<file path="src/pkg/qctu_pkg.sv">
package qctu_pkg;

	// Timer 0/1 operating modes, Gray coded along 13 -> 16 -> 8ar -> split
	typedef enum logic [1:0] {
		QCTU_M13   = 2'h0,
		QCTU_M16   = 2'h1,
		QCTU_M8AR  = 2'h3,
		QCTU_SPLIT = 2'h2
	} qctu_mode_t;

	// Shared prescaler field codes
	localparam logic [1:0] QCTU_PS_DIV12 = 2'h0;
	localparam logic [1:0] QCTU_PS_DIV4  = 2'h1;
	localparam logic [1:0] QCTU_PS_DIV48 = 2'h2;
	localparam logic [1:0] QCTU_PS_EXT8  = 2'h3;

	// Divider terminal counts (divisor minus one) and the /12 tick spacing
	localparam logic [5:0] QCTU_DIV48_LAST = 6'h2f;
	localparam logic [5:0] QCTU_DIV12_LAST = 6'h0b;
	localparam logic [1:0] QCTU_DIV4_LAST  = 2'h3;
	localparam logic [2:0] QCTU_EXT8_LAST  = 3'h7;
	localparam logic [5:0] QCTU_DIV12_STEP = 6'h0c;

	localparam logic [4:0]  QCTU_LOW5_ONES = 5'h1f;
	localparam logic [7:0]  QCTU_BYTE_ONES = 8'hff;
	localparam logic [15:0] QCTU_WORD_ONES = 16'hffff;
	localparam logic [15:0] QCTU_CNT_RESET = 16'h0000;

	// Configuration of one classic counter/timer
	typedef struct packed {
		logic       run;
		qctu_mode_t mode;
		logic       counter_mode_select;
		logic       sysclk_sel;
		logic       int_en;
		logic       load;
		logic [15:0] load_val;
	} qctu_t01_cfg_t;

	// Configuration of one auto-reload timer
	typedef struct packed {
		logic        run;
		logic        split;
		logic        sysclk_sel_lo;
		logic        sysclk_sel_hi;
		logic        ext_clk_sel;
		logic        int_en;
		logic        load;
		logic [15:0] reload;
	} qctu_t23_cfg_t;

	// Result of one counting step
	typedef struct packed {
		logic [15:0] cnt;
		logic        ovf_lo;
		logic        ovf_hi;
	} qctu_step_t;

endpackage

</file>
<file path="src/qctu_timers.sv">
// Behaviour
// four sixteen-bit counter/timers in one block
// timers 0/1: 13, 16, 8-reload; split timer0
// timers 2/3: 16-bit or dual 8-bit reload
// timers 0/1 pick among five clock sources
// timers 0/1 use prescaled or system clock
// timers 2/3: sysclk, sysclk/12, external/8
// counter mode counts falling input edges
// events up to quarter sysclk are counted
// source holds each level two clocks
// overflows raise periodic interrupt requests; split low-byte flags of timers 2/3 raise none
// prescale: /12, /4, /48, external/8
// 13-bit wrap sets flag and interrupt
// select bit picks pin edges or clock
// synchronise inputs, compare samples for edges
`timescale 1ns/1ps
module qctu_timers
	import qctu_pkg::*;
(
	input  wire logic                   clk_i,
	input  wire logic                   srst_i,
	input  wire logic                   ext_osc_i,
	input  wire logic [1:0]             timer_event_input_i,
	input  wire logic [1:0]             prescale_select_field_i,
	input  wire qctu_pkg::qctu_t01_cfg_t t01_cfg_i [2],
	input  wire qctu_pkg::qctu_t23_cfg_t t23_cfg_i [2],
	input  wire logic [1:0]             t01_flag_clr_i,
	input  wire logic [3:0]             t23_flag_clr_i,
	output logic      [1:0][15:0]       t01_count_o,
	output logic      [1:0][15:0]       t23_count_o,
	output logic      [1:0]             timer_overflow_flag_o,
	output logic      [3:0]             t23_flag_o,
	output logic      [3:0]             irq_o
);
	import qctu_pkg::*;

	// ----------------------------------------------------------------
	// Counting step functions
	// ----------------------------------------------------------------
	function automatic qctu_step_t step01(qctu_mode_t m, logic [15:0] c,
		logic inc);
		qctu_step_t s;
		s = '{cnt: c, ovf_lo: 1'b0, ovf_hi: 1'b0};
		if (inc)
		begin
			case (m)
				QCTU_M13:
				begin
					// Upper three low-byte bits are left untouched
					s.cnt[4:0] = c[4:0] + 5'h01;
					if (c[4:0] == QCTU_LOW5_ONES)
						s.cnt[15:8] = c[15:8] + 8'h01;
					s.ovf_lo = (c[4:0] == QCTU_LOW5_ONES)
						&& (c[15:8] == QCTU_BYTE_ONES);
				end
				QCTU_M16:
				begin
					s.cnt = c + 16'h0001;
					s.ovf_lo = (c == QCTU_WORD_ONES);
				end
				QCTU_M8AR:
				begin
					s.cnt[7:0] = (c[7:0] == QCTU_BYTE_ONES) ? c[15:8]
						: c[7:0] + 8'h01;
					s.ovf_lo = (c[7:0] == QCTU_BYTE_ONES);
				end
				default:
				begin
					s.cnt[7:0] = c[7:0] + 8'h01;
					s.ovf_lo = (c[7:0] == QCTU_BYTE_ONES);
				end
			endcase
		end
		return s;
	endfunction

	function automatic qctu_step_t step23(logic split, logic [15:0] c,
		logic [15:0] rl, logic inc_lo, logic inc_hi);
		qctu_step_t s;
		s = '{cnt: c, ovf_lo: 1'b0, ovf_hi: 1'b0};
		if (!split)
		begin
			if (inc_lo)
			begin
				s.cnt = (c == QCTU_WORD_ONES) ? rl : c + 16'h0001;
				s.ovf_hi = (c == QCTU_WORD_ONES);
			end
		end
		else
		begin
			if (inc_lo)
			begin
				s.cnt[7:0] = (c[7:0] == QCTU_BYTE_ONES) ? rl[7:0]
					: c[7:0] + 8'h01;
				s.ovf_lo = (c[7:0] == QCTU_BYTE_ONES);
			end
			if (inc_hi)
			begin
				s.cnt[15:8] = (c[15:8] == QCTU_BYTE_ONES) ? rl[15:8]
					: c[15:8] + 8'h01;
				s.ovf_hi = (c[15:8] == QCTU_BYTE_ONES);
			end
		end
		return s;
	endfunction

	// ----------------------------------------------------------------
	// State
	// ----------------------------------------------------------------
	logic [5:0]       pre_q, pre_d;
	logic [2:0]       ext_div_q, ext_div_d;
	logic [2:0]       ext_sync_q, ext_sync_d;
	logic [1:0]       ev_s1_q, ev_s2_q, ev_s3_q;
	logic [1:0][15:0] c01_q, c01_d, c23_q, c23_d;
	logic [1:0]       f01_q, f01_d;
	logic [3:0]       f23_q, f23_d;

	logic       tick4, tick12, tick48, tick_ext8, pre_tick;
	logic [1:0] fall;
	logic [1:0] inc01;
	logic [3:0] set23;
	logic       inc_t0hi;
	qctu_step_t s01 [2];
	qctu_step_t s23 [2];

	// ----------------------------------------------------------------
	// Clock sources
	// ----------------------------------------------------------------
	// One modulo-48 counter serves /4, /12 and /48 so ticks stay aligned
	assign tick48 = (pre_q == QCTU_DIV48_LAST);
	assign tick4  = (pre_q[1:0] == QCTU_DIV4_LAST);
	assign tick12 = (pre_q == QCTU_DIV12_LAST)
		|| (pre_q == QCTU_DIV12_LAST + QCTU_DIV12_STEP)
		|| (pre_q == QCTU_DIV12_LAST + 2 * QCTU_DIV12_STEP)
		|| (pre_q == QCTU_DIV48_LAST);
	// External oscillator: sampled, rising edges counted modulo 8
	assign tick_ext8 = ext_sync_q[1] && !ext_sync_q[2]
		&& (ext_div_q == QCTU_EXT8_LAST);

	always_comb
	begin
		case (prescale_select_field_i)
			QCTU_PS_DIV12: pre_tick = tick12;
			QCTU_PS_DIV4:  pre_tick = tick4;
			QCTU_PS_DIV48: pre_tick = tick48;
			default:       pre_tick = tick_ext8;
		endcase
	end

	always_comb
	begin
		pre_d = tick48 ? 6'h00 : pre_q + 6'h01;
		ext_sync_d = {ext_sync_q[1:0], ext_osc_i};
		ext_div_d = ext_div_q;
		if (ext_sync_q[1] && !ext_sync_q[2])
			ext_div_d = ext_div_q + 3'h1;
	end

	// ----------------------------------------------------------------
	// Event input synchronisers
	// ----------------------------------------------------------------
	// Third stage only feeds the edge compare; s1 is never decoded
	assign fall = ev_s3_q & ~ev_s2_q;

	always_ff @(posedge clk_i)
	begin
		if (srst_i)
		begin
			ev_s1_q <= 2'h3;
			ev_s2_q <= 2'h3;
			ev_s3_q <= 2'h3;
		end
		else
		begin
			ev_s1_q <= timer_event_input_i;
			ev_s2_q <= ev_s1_q;
			ev_s3_q <= ev_s2_q;
		end
	end

	// ----------------------------------------------------------------
	// Timers 0 and 1
	// ----------------------------------------------------------------
	// Split high byte of timer 0 runs on the timer clock, gated by
	// timer 1's run bit, and reports through timer 1's flag.
	assign inc_t0hi = t01_cfg_i[1].run
		&& (t01_cfg_i[0].sysclk_sel || pre_tick);

	genvar gi;
	generate
		for (gi = 0; gi < 2; gi++)
		begin : g_t01
			assign inc01[gi] = t01_cfg_i[gi].run
				&& (t01_cfg_i[gi].counter_mode_select ? fall[gi]
				: (t01_cfg_i[gi].sysclk_sel || pre_tick));
			assign s01[gi] = step01(t01_cfg_i[gi].mode, c01_q[gi],
				inc01[gi] && !(gi == 1 && t01_cfg_i[1].mode == QCTU_SPLIT));
		end
		// ----------------------------------------------------------------
		// Timers 2 and 3
		// ----------------------------------------------------------------
		for (gi = 0; gi < 2; gi++)
		begin : g_t23
			logic base;
			assign base = t23_cfg_i[gi].ext_clk_sel ? tick_ext8 : tick12;
			assign s23[gi] = step23(t23_cfg_i[gi].split, c23_q[gi],
				t23_cfg_i[gi].reload,
				t23_cfg_i[gi].run && (t23_cfg_i[gi].sysclk_sel_lo || base),
				t23_cfg_i[gi].run
				&& (t23_cfg_i[gi].sysclk_sel_hi || base));
			assign set23[2*gi]   = s23[gi].ovf_lo;
			assign set23[2*gi+1] = s23[gi].ovf_hi;
		end
	endgenerate

	always_comb
	begin
		c01_d = {s01[1].cnt, s01[0].cnt};
		c23_d = {s23[1].cnt, s23[0].cnt};
		f01_d = f01_q & ~t01_flag_clr_i;
		f23_d = (f23_q & ~t23_flag_clr_i) | set23;
		f01_d[0] = f01_d[0] | s01[0].ovf_lo;
		f01_d[1] = f01_d[1] | s01[1].ovf_lo;
		if (t01_cfg_i[0].mode == QCTU_SPLIT && inc_t0hi)
		begin
			c01_d[0][15:8] = c01_q[0][15:8] + 8'h01;
			if (c01_q[0][15:8] == QCTU_BYTE_ONES)
				f01_d[1] = 1'b1;
		end
		for (int i = 0; i < 2; i++)
		begin
			if (t01_cfg_i[i].load)
				c01_d[i] = t01_cfg_i[i].load_val;
			if (t23_cfg_i[i].load)
				c23_d[i] = t23_cfg_i[i].reload;
		end
	end

	always_ff @(posedge clk_i)
	begin
		if (srst_i)
		begin
			pre_q      <= 6'h00;
			ext_div_q  <= 3'h0;
			ext_sync_q <= 3'h0;
			c01_q      <= {2{QCTU_CNT_RESET}};
			c23_q      <= {2{QCTU_CNT_RESET}};
			f01_q      <= 2'h0;
			f23_q      <= 4'h0;
		end
		else
		begin
			pre_q      <= pre_d;
			ext_div_q  <= ext_div_d;
			ext_sync_q <= ext_sync_d;
			c01_q      <= c01_d;
			c23_q      <= c23_d;
			f01_q      <= f01_d;
			f23_q      <= f23_d;
		end
	end

	assign t01_count_o           = c01_q;
	assign t23_count_o           = c23_q;
	assign timer_overflow_flag_o = f01_q;
	assign t23_flag_o            = f23_q;
	assign irq_o = {f23_q[3] && t23_cfg_i[1].int_en,
		f23_q[1] && t23_cfg_i[0].int_en,
		f01_q[1] && t01_cfg_i[1].int_en,
		f01_q[0] && t01_cfg_i[0].int_en};
endmodule

</file>
<file path="config.mk">
export PLATFORM = sky130hd
export DESIGN_NAME = qctu_timers
export DESIGN_NICKNAME = d
export VERILOG_FILES = /design/src/pkg/qctu_pkg.sv /design/src/qctu_timers.sv
export SDC_FILE = /design/constraint.sdc
export NUM_CORES = 1
export LEC_CHECK = 0
export ABC_CLOCK_PERIOD_IN_PS = 2200
export BUFFER_PORTS_ARGS = -buffer_cell sky130_fd_sc_hd__buf_2
export CORE_ASPECT_RATIO = 1.75
export CORE_MARGIN = 8
export CORE_UTILIZATION = 46
export CTS_BUF_LIST = sky130_fd_sc_hd__clkbuf_4
export DETAILED_ROUTE_END_ITERATION = 7
export PLACE_DENSITY = 0.75
export SLEW_MARGIN = 10
export SYNTH_ARGS = -nofsm -noshare
export SYNTH_HDL_FRONTEND = slang
export SYNTH_SLANG_ARGS = --single-unit
</file>
<file path="constraint.sdc">
create_clock -name clk_i -period 2.2 [get_ports clk_i]
set_input_delay 0.22 -clock clk_i [delete_from_list [all_inputs] [get_ports clk_i]]
set_output_delay 0.22 -clock clk_i [all_outputs]
set_load 0.01 [all_outputs]
</file>
==> impl_results.md, run 1 <==
- Synthesized-area fraction occupied by adder cells: 0.0285
- Cell area after synthesis: approximately 0.0061 mm²
- Wire per inst: 17.7 µm
- Hold Violations, Final: 0
- Clock slew seen by the registers of the worst setup and hold paths: about 170 ps
- Gpl congestion: 0.914
- Post-synthesis xor/xnor area fraction: 0.0285
- Clk pwr share: 0.277
- Period utilization: 1.03
- Status: complete, but fails checks
- Net count, final: 1218
- Dpl hpwl: 16.7 mm
- Post-DP Area: roughly 0.0080 mm²
- Starting Density: 0.464
- Root Driver: clkbuf_4
- Post-route ant nets: 0
- Fin Hold WS: roughly 31 ps
- Primary FF master, synth: dfxtp_1
- Initial DRC count: 343
- Reg2reg path depth: 9
- Pwr dens: 447 mW/mm²
- Crit end category: flop
- Peak VDD IR: 0.282 mV
- Final Power: around 4.0 mW
- Drt total wl: 22.6 mm
- Synth cell types: between 80 and 90
- Flop2flop setup slack: -60 ps
- Final setup vio count: 7
- TritonCTS clock tree: done
- Port buffer count: 178
- Total track usage: 0.251
- Worst Clk Skew: 32.7 ps
- Post-synth EDFFs: 0
- Sw Pwr: 1.32 mW
- Syn Inst Count: roughly 790
- Mapped Avg Cell Area: 7.80 µm²
- Reg power frac: 0.449
- Post-synthesis simple-gate area fraction: 0.288
- Max incr delay on CP: approximately 470 ps
- Worst EP arrival: 2640 ps
- Synth top cells by count: dfxtp_1 (88), nor2_1 (74), nand2_1 (69)
- Hold Path End: timer_overflow_flag_o[0]$_SDFF_PP0_
- Antenna violations before repair: 2
- Cell leakage power: between 3 and 4 nW
- Switching Share: 0.329
- RSZ-0062 raised after global routing: yes
- Sequential area share after synthesis: 0.287
- Max-cap viol count: 0
- Hold/Removal Path Class: in -> reg
- Largest net degree at the start of global routing: 37
- Rel. slew slack: 0.500
- Slowest CP cell: or4_4
- DR DRC count: 0
- Drt via density: between 5 and 6
- Core Box Area: 0.0132 mm²
- Post-synth top area cell: dfxtp_1
- CTS Buffer Depth: 2
- Vias in the first global route: ~7400
- Max-slew violations: 0
- Hold path depth: 4
- Vias after detailed routing: around 7600
- Rows: 56
- Die Height: 169 µm
- Internal power: 2.69 mW
- Overflow after GRT: 0
- Ports: between 150 and 200
- # H-tree levels: 3
- Data required, critical path: 2580 ps
- Clock sink count: 88
- Worst slew pin tran: 750 ps
- First-pass detailed-route iteration total: 5
- Mux cell area share after synthesis: 0.0273
- Comb pwr share: 0.274
- Top cell type's share of synthesized area: 0.287
- Post-synthesis register bit count: 88
- Worst Setup Start Kind: flop
- Worst hold start: t01_flag_clr_i[0]
- Setup TNS after final layout: -187 ps
- Crit-path cells: ha_4, ha_4, and4b_2, a21oi_2, a32oi_1, nand3_2, buf_6, or4_4, a311oi_2
- Max frequency: 443 MHz
- Clock buffer count from CTS: 9
- Synth async-reset ratio: 0
- Synthesized Nets: just over 900
- Compound-gate portion of the synthesized area: 0.290
- Post-layout instance area: 0.00898 mm²
- First-pass GRT wire length: 35.2 mm
- P&R area growth vs syn: 46.2%
- Synth top area cells: dfxtp_1 (29%), nor2_1 (4.5%), nand2_1 (4.2%), o21ai_0 (3.5%), ha_1 (2.9%)
- Skew-Pair Late Insertion Delay: 480 ps
- RR Endpoint: t01_count_o[26]$_SDFFE_PP0P_
- Crit-path max FO: 5
- Count leader, synth: dfxtp_1
- Worst r2r src: ext_div_q[1]$_SDFFE_PP0P_
- Min Clock Period, post-route: 2260 ps
- Fin util: 0.678
- Post-route setup slack: -55.1 ps
- Largest family of logic cells by synthesized area: compound AO/OA/AOI/OAI gates
- Yosys warning count: 0
- Die width: 103 µm
- Failing checks: negative setup slack
- Die ar.: 0.0174 mm²
- Most frequent CP cell: ha_4
- Crit Path Class: reg -> reg
- Fraction of layout cells with a size suffix above 1: 0.370
-- layer usage --
metal	part of all wire	vias up	global-route usage	wire length [µm]
met1	0.38	3575	0.263	8550
met2	0.53	288	0.468	12100
met3	0.048	68	0.0309	1080
met4	0.039	0	0.122	890
li1	-	3645	-	-
met5	0	-	0	0
-- area by class of cell --
| type | instances | area (µm²) |
|---|---|---|
| antenna | 2 | 5.00 |
| clock buffer | 9 | 67.6 |
| clock inverter | 7 | 95.1 |
| fill | 1155 | 4270 |
| inverter | 32 | 120 |
| multi-input combinational | 631 | 4460 |
| sequential | 88 | 1790 |
| tap | 174 | 218 |
| timing repair buffer | 337 | 2230 |
-- cells in the final DEF, fill, tap and decap left out, types with 8 or more instances in the layout --
| cell type | n |
|---|---|
| nand2_1 | 69 |
| nor2b_1 | 9 |
| buf_4 | 113 |
| a21o_1 | 8 |
| a21oi_1 | 31 |
| nor3_1 | 21 |
| o21ai_0 | 40 |
| o21a_1 | 8 |
| and3_1 | 11 |
| a211oi_1 | 13 |
| nand4_1 | 21 |
| nand2b_1 | 8 |
| nand3_1 | 26 |
| o22ai_1 | 8 |
| xor2_1 | 9 |
| and2_1 | 14 |
| dfxtp_1 | 77 |
| a31oi_1 | 12 |
| dlygate4sd3_1 | 38 |
| xnor2_1 | 11 |
| o211ai_1 | 10 |
| or2_2 | 10 |
| o31ai_1 | 14 |
| buf_2 | 178 |
| ha_1 | 8 |
| clkbuf_4 | 9 |
| a32oi_1 | 10 |
| inv_1 | 30 |
| nor2_1 | 73 |
| mux2i_1 | 9 |
-- stage by stage --
step,std cells,setup slack (ps)
floorplan,787,-76.3
global placement,1213,-95.0
detailed placement,1213,-202
CTS,1273,-81.5
global route,1280,-159
finish,1280,-55.1
-- repair_timing --
action	in CTS	in global routing
pin swaps	12	29
cloned	0	2
buffers inserted	6	5
setup endpoints to repair	47	51
hold buffers	38	0
endpoints found under the hold margin	38	0
resized for setup	24	57
-- power groups by stage --
stage / logic [mW] / clock network, mW / registers (mW)
detailed placement: 0.959 / 0 / 1.83
floorplan: 0.444 / 0 / 1.88
global route: 1.19 / 1.18 / 1.82
finish: 1.10 / 1.11 / 1.80
CTS: 1.04 / 1.13 / 1.80
global placement: 0.947 / 0 / 1.83
-- cell families after synthesis --
logic type | Yosys count
adders and majority gates | 14
and+or+nand+nor | 332
buffers and inverters | 68
DFF | 88
muxes | 16
AOI/OAI and AO/OA | 249
xor gates and xnor gates | 20
-- worst max path at each step --
| stage | startpoint | endpoint | slack (ps) |
|---|---|---|---|
| floorplan | t01_count_o[17]$_SDFFE_PP0P_ | t01_count_o[29]$_SDFFE_PP0P_ | -80 |
| global placement | pre_q[0]$_SDFF_PP0_ | t01_count_o[7]$_SDFFE_PP0P_ | -90 |
| detailed placement | pre_q[0]$_SDFF_PP0_ | t01_count_o[5]$_SDFFE_PP0P_ | -200 |
| CTS | ext_div_q[1]$_SDFFE_PP0P_ | t01_count_o[28]$_SDFFE_PP0P_ | -80 |
| global route | t01_count_o[4]$_SDFFE_PP0P_ | t01_count_o[12]$_SDFFE_PP0P_ | -160 |
| finish | ext_div_q[1]$_SDFFE_PP0P_ | t01_count_o[26]$_SDFFE_PP0P_ | -60 |
-- registers in the layout, indices dropped and copies added (netlist names) --
register               flops
ev_s1_q                    2
ev_s2_q                    2
ev_s3_q                    2
ext_div_q                  3
ext_sync_q                 3
pre_q                      6
t01_count_o               32
t23_count_o               32
t23_flag_o                 4
timer_overflow_flag_o      2
-- critical path: cells and delay by family (launching register included) --
kind                     cells  cell delay, ps
buffers and inverters        1             150
adder cells (fa/ha/maj)      2             270
flip-flops                   1             380
AO/OA/AOI/OAI                3             500
AND/OR/NAND/NOR              3             880
No activity file was read; power rests on OpenSTA's default activity.
==> run 2: changes to the inputs <==
Settings changed: ABC_CLOCK_PERIOD_IN_PS 2200 to 2550, PLACE_DENSITY 0.75 to 0.72.
Clock period 2.2 ns to 2.55 ns, I/O delays scaled along.
==> run 2 against run 1 <==
Net effect:
- the flow now finishes without violations
- non-clock buffer count fell by 109
- clock skew fell by 8.2 ps
- global-route usage down 1.5 points
- sequential cell count unchanged
- core utilization decreased by 9.7 points
- clock power fell by 28%
- final area decreased by 14%
==> impl_results.md, run 2 (synthesis results as in run 1) <==
- Clock slew seen by the registers of the worst setup and hold paths: 160 ps
- Initial DRC count: 283
- Fraction of layout cells with a size suffix above 1: 0.289
- Hold path depth: 3
- Final Power: 3.12 mW
- Pre-CTS WS: -50.2 ps
- Root Driver: clkbuf_4
- Fin Hold WS: about 40 ps
- Die Height: 169 µm
- Core Box Area: 0.0132 mm²
- Max-cap viol count: 0
- Gpl congestion: 0.936
- Port buffer count: roughly 180
- Rows: 56
- First-pass detailed-route iteration total: 4
- P&R area growth vs syn: 25.3%
- Clock sink count: 88
- Max-slew violations: 0
- Drt total wl: around 21 mm
- Net count, final: roughly 1100
- Vias after detailed routing: 7040
- Worst Clk Skew: 24.5 ps
- Worst slew pin tran: 703 ps
- Crit Path Class: reg -> reg
- Max frequency: 410 MHz
- Worst r2r src: t01_count_o[16]$_SDFFE_PP0P_
- DR DRC count: 0
- Flop2flop setup slack: 110 ps
- Dpl hpwl: 15.7 mm
- Die ar.: 0.0174 mm²
- Rel. slew slack: 0.531
- Max incr delay on CP: roughly 570 ps
- Comb pwr share: 0.239
- Final std cells w/o fill: about 1200
- Switching Share: 0.328
- Drt via density: 6.02
- Overflow after GRT: 0
- Post-layout instance area: 0.00769 mm²
- Worst path bufs/invs: 1
- Most common cell after layout, fill and taps aside: buf_2
- Hold Violations, Final: 0
- Reg2reg path depth: 9
- Crit end category: flop
- Antenna violations before repair: 1
- Sw Pwr: 1.02 mW
- Die width: 103 µm
- # H-tree levels: 3
- Post-route ant nets: 0
- TritonCTS clock tree: done
- Data required, critical path: 2910 ps
- Slowest CP cell: or4b_4
- Wire per inst: 17.8 µm
- Min Clock Period, post-route: 2440 ps
- Worst Setup Start Kind: flop
- Most frequent cells in the layout: buf_2 (178), dfxtp_1 (84), nor2_1 (74), nand2_1 (69), o21ai_0 (43)
- Largest net degree at the start of global routing: between 60 and 70
- Period utilization: 0.957
- Hold/Removal Path Class: in -> reg
- Placed Cells: approximately 1100
- Internal power: 2.10 mW
- RR Endpoint: t01_count_o[31]$_SDFFE_PP0P_
- Worst hold start: t01_cfg_i[24]
- CTS Buffer Depth: 2
- First-pass GRT wire length: 33.3 mm
- Post-DP Area: 0.00740 mm²
- Crit-path cells: ha_4, inv_1, nor2_1, ha_2, and2b_1, a31oi_1, or4b_4, or4_1, a311oi_2
- Pwr dens: 405 mW/mm²
- Total track usage: 0.237
- Cell leakage power: 3.25 nW
- Reg power frac: 0.505
- Starting Density: 0.464
- Final setup vio count: 0
- Ports: roughly 180
- Vias in the first global route: 6862
- Clk pwr share: 0.256
- Hold Path End: t01_count_o[1]$_SDFFE_PP0P_
- Skew-Pair Late Insertion Delay: 460 ps
- Worst EP arrival: between 2000 and 3000 ps
- Clock buffer count from CTS: 9
- Crit path max-delay family: simple AND/OR/NAND/NOR gates
- Crit-path max FO: 6
- Post-route setup slack: 110 ps
- Peak VDD IR: roughly 0.24 mV
- Status: finished, final reports clean
run 2: changes by cell type in the layout (fill, tap and decap cells not counted), sizes merged:
cell | before | now
diode | 2 | 1
buf | 299 | 222
bufinv | 2 | 1
dlygate4sd3 | 38 | 6
inv | 32 | 31
clkbuf | 9 | 10
run 2: worst reg2reg max path, stage by stage (launching register included):
cell and delay [ps]:
dfxtp_2 380, ha_4 150, inv_1 50, nor2_1 90, ha_2 190, and2b_1 160
a31oi_1 50, or4b_4 570, or4_1 500, a311oi_2 240
run 2: what timing repair did:
action / 4_1_cts / 5_1_grt
endpoints found under the setup margin: 5 / 26
pin swaps: 0 / 4
hold endpoints to repair: 5 / 1
buffers inserted: 0 / 3
hold buffers: 5 / 1
gates resized for setup: 3 / 18
run 2: layer usage:
metal | part of all wire | vias to the layer above | wire, µm | global-route usage
li1 | - | 3434 | - | -
met1 | 0.39 | 3311 | 8010 | 0.260
met2 | 0.53 | 253 | 11000 | 0.432
met3 | 0.067 | 42 | 1390 | 0.0428
met4 | 0.021 | 0 | 430 | 0.0830
met5 | 0 | - | 0 | 0
run 2: layout make-up:
cell class | instances | area [µm²]
clock inverters | 5 | 48.8
clock buffers | 10 | 75.1
multi-input cells | 631 | 4140
diodes | 1 | 2.50
fillers | 1317 | 5550
repair buffers | 228 | 1320
inverters | 32 | 120
well taps | 174 | 218
flip-flops and latches | 88 | 1770
run 2: worst max path at each step:
stage / from / endpoint / slack (ps) / cells after the start
2_1_floorplan: t01_count_o[16]$_SDFFE_PP0P_ / t01_count_o[29]$_SDFFE_PP0P_ / 60 / 9
3_3_place_gp: pre_q[0]$_SDFF_PP0_ / t23_count_o[19]$_SDFFE_PP0P_ / 50 / 7
3_5_place_dp: pre_q[0]$_SDFF_PP0_ / t01_count_o[7]$_SDFFE_PP0P_ / -50 / 8
4_1_cts: ext_div_q[0]$_SDFFE_PP0P_ / t01_count_o[7]$_SDFFE_PP0P_ / 30 / 10
5_1_grt: pre_q[0]$_SDFF_PP0_ / t01_count_o[28]$_SDFFE_PP0P_ / -10 / 8
6_report: t01_count_o[16]$_SDFFE_PP0P_ / t01_count_o[31]$_SDFFE_PP0P_ / 110 / 9
run 2: power groups by stage:
stage               combinational [mW]  sequential (mW)  clock, mW
floorplan                        0.379             1.62          0
global route                     0.819             1.59      0.877
finish                           0.745             1.58      0.798
CTS                              0.732             1.57      0.834
detailed placement               0.722             1.60          0
global placement                 0.714             1.60          0
run 2: metrics by stage:
stage	util	setup TNS, ps
6_report	0.581	0
4_1_cts	0.573	0
3_5_place_dp	0.559	-97.1
5_1_grt	0.581	-15.5
2_1_floorplan	-	0
3_3_place_gp	0.559	0
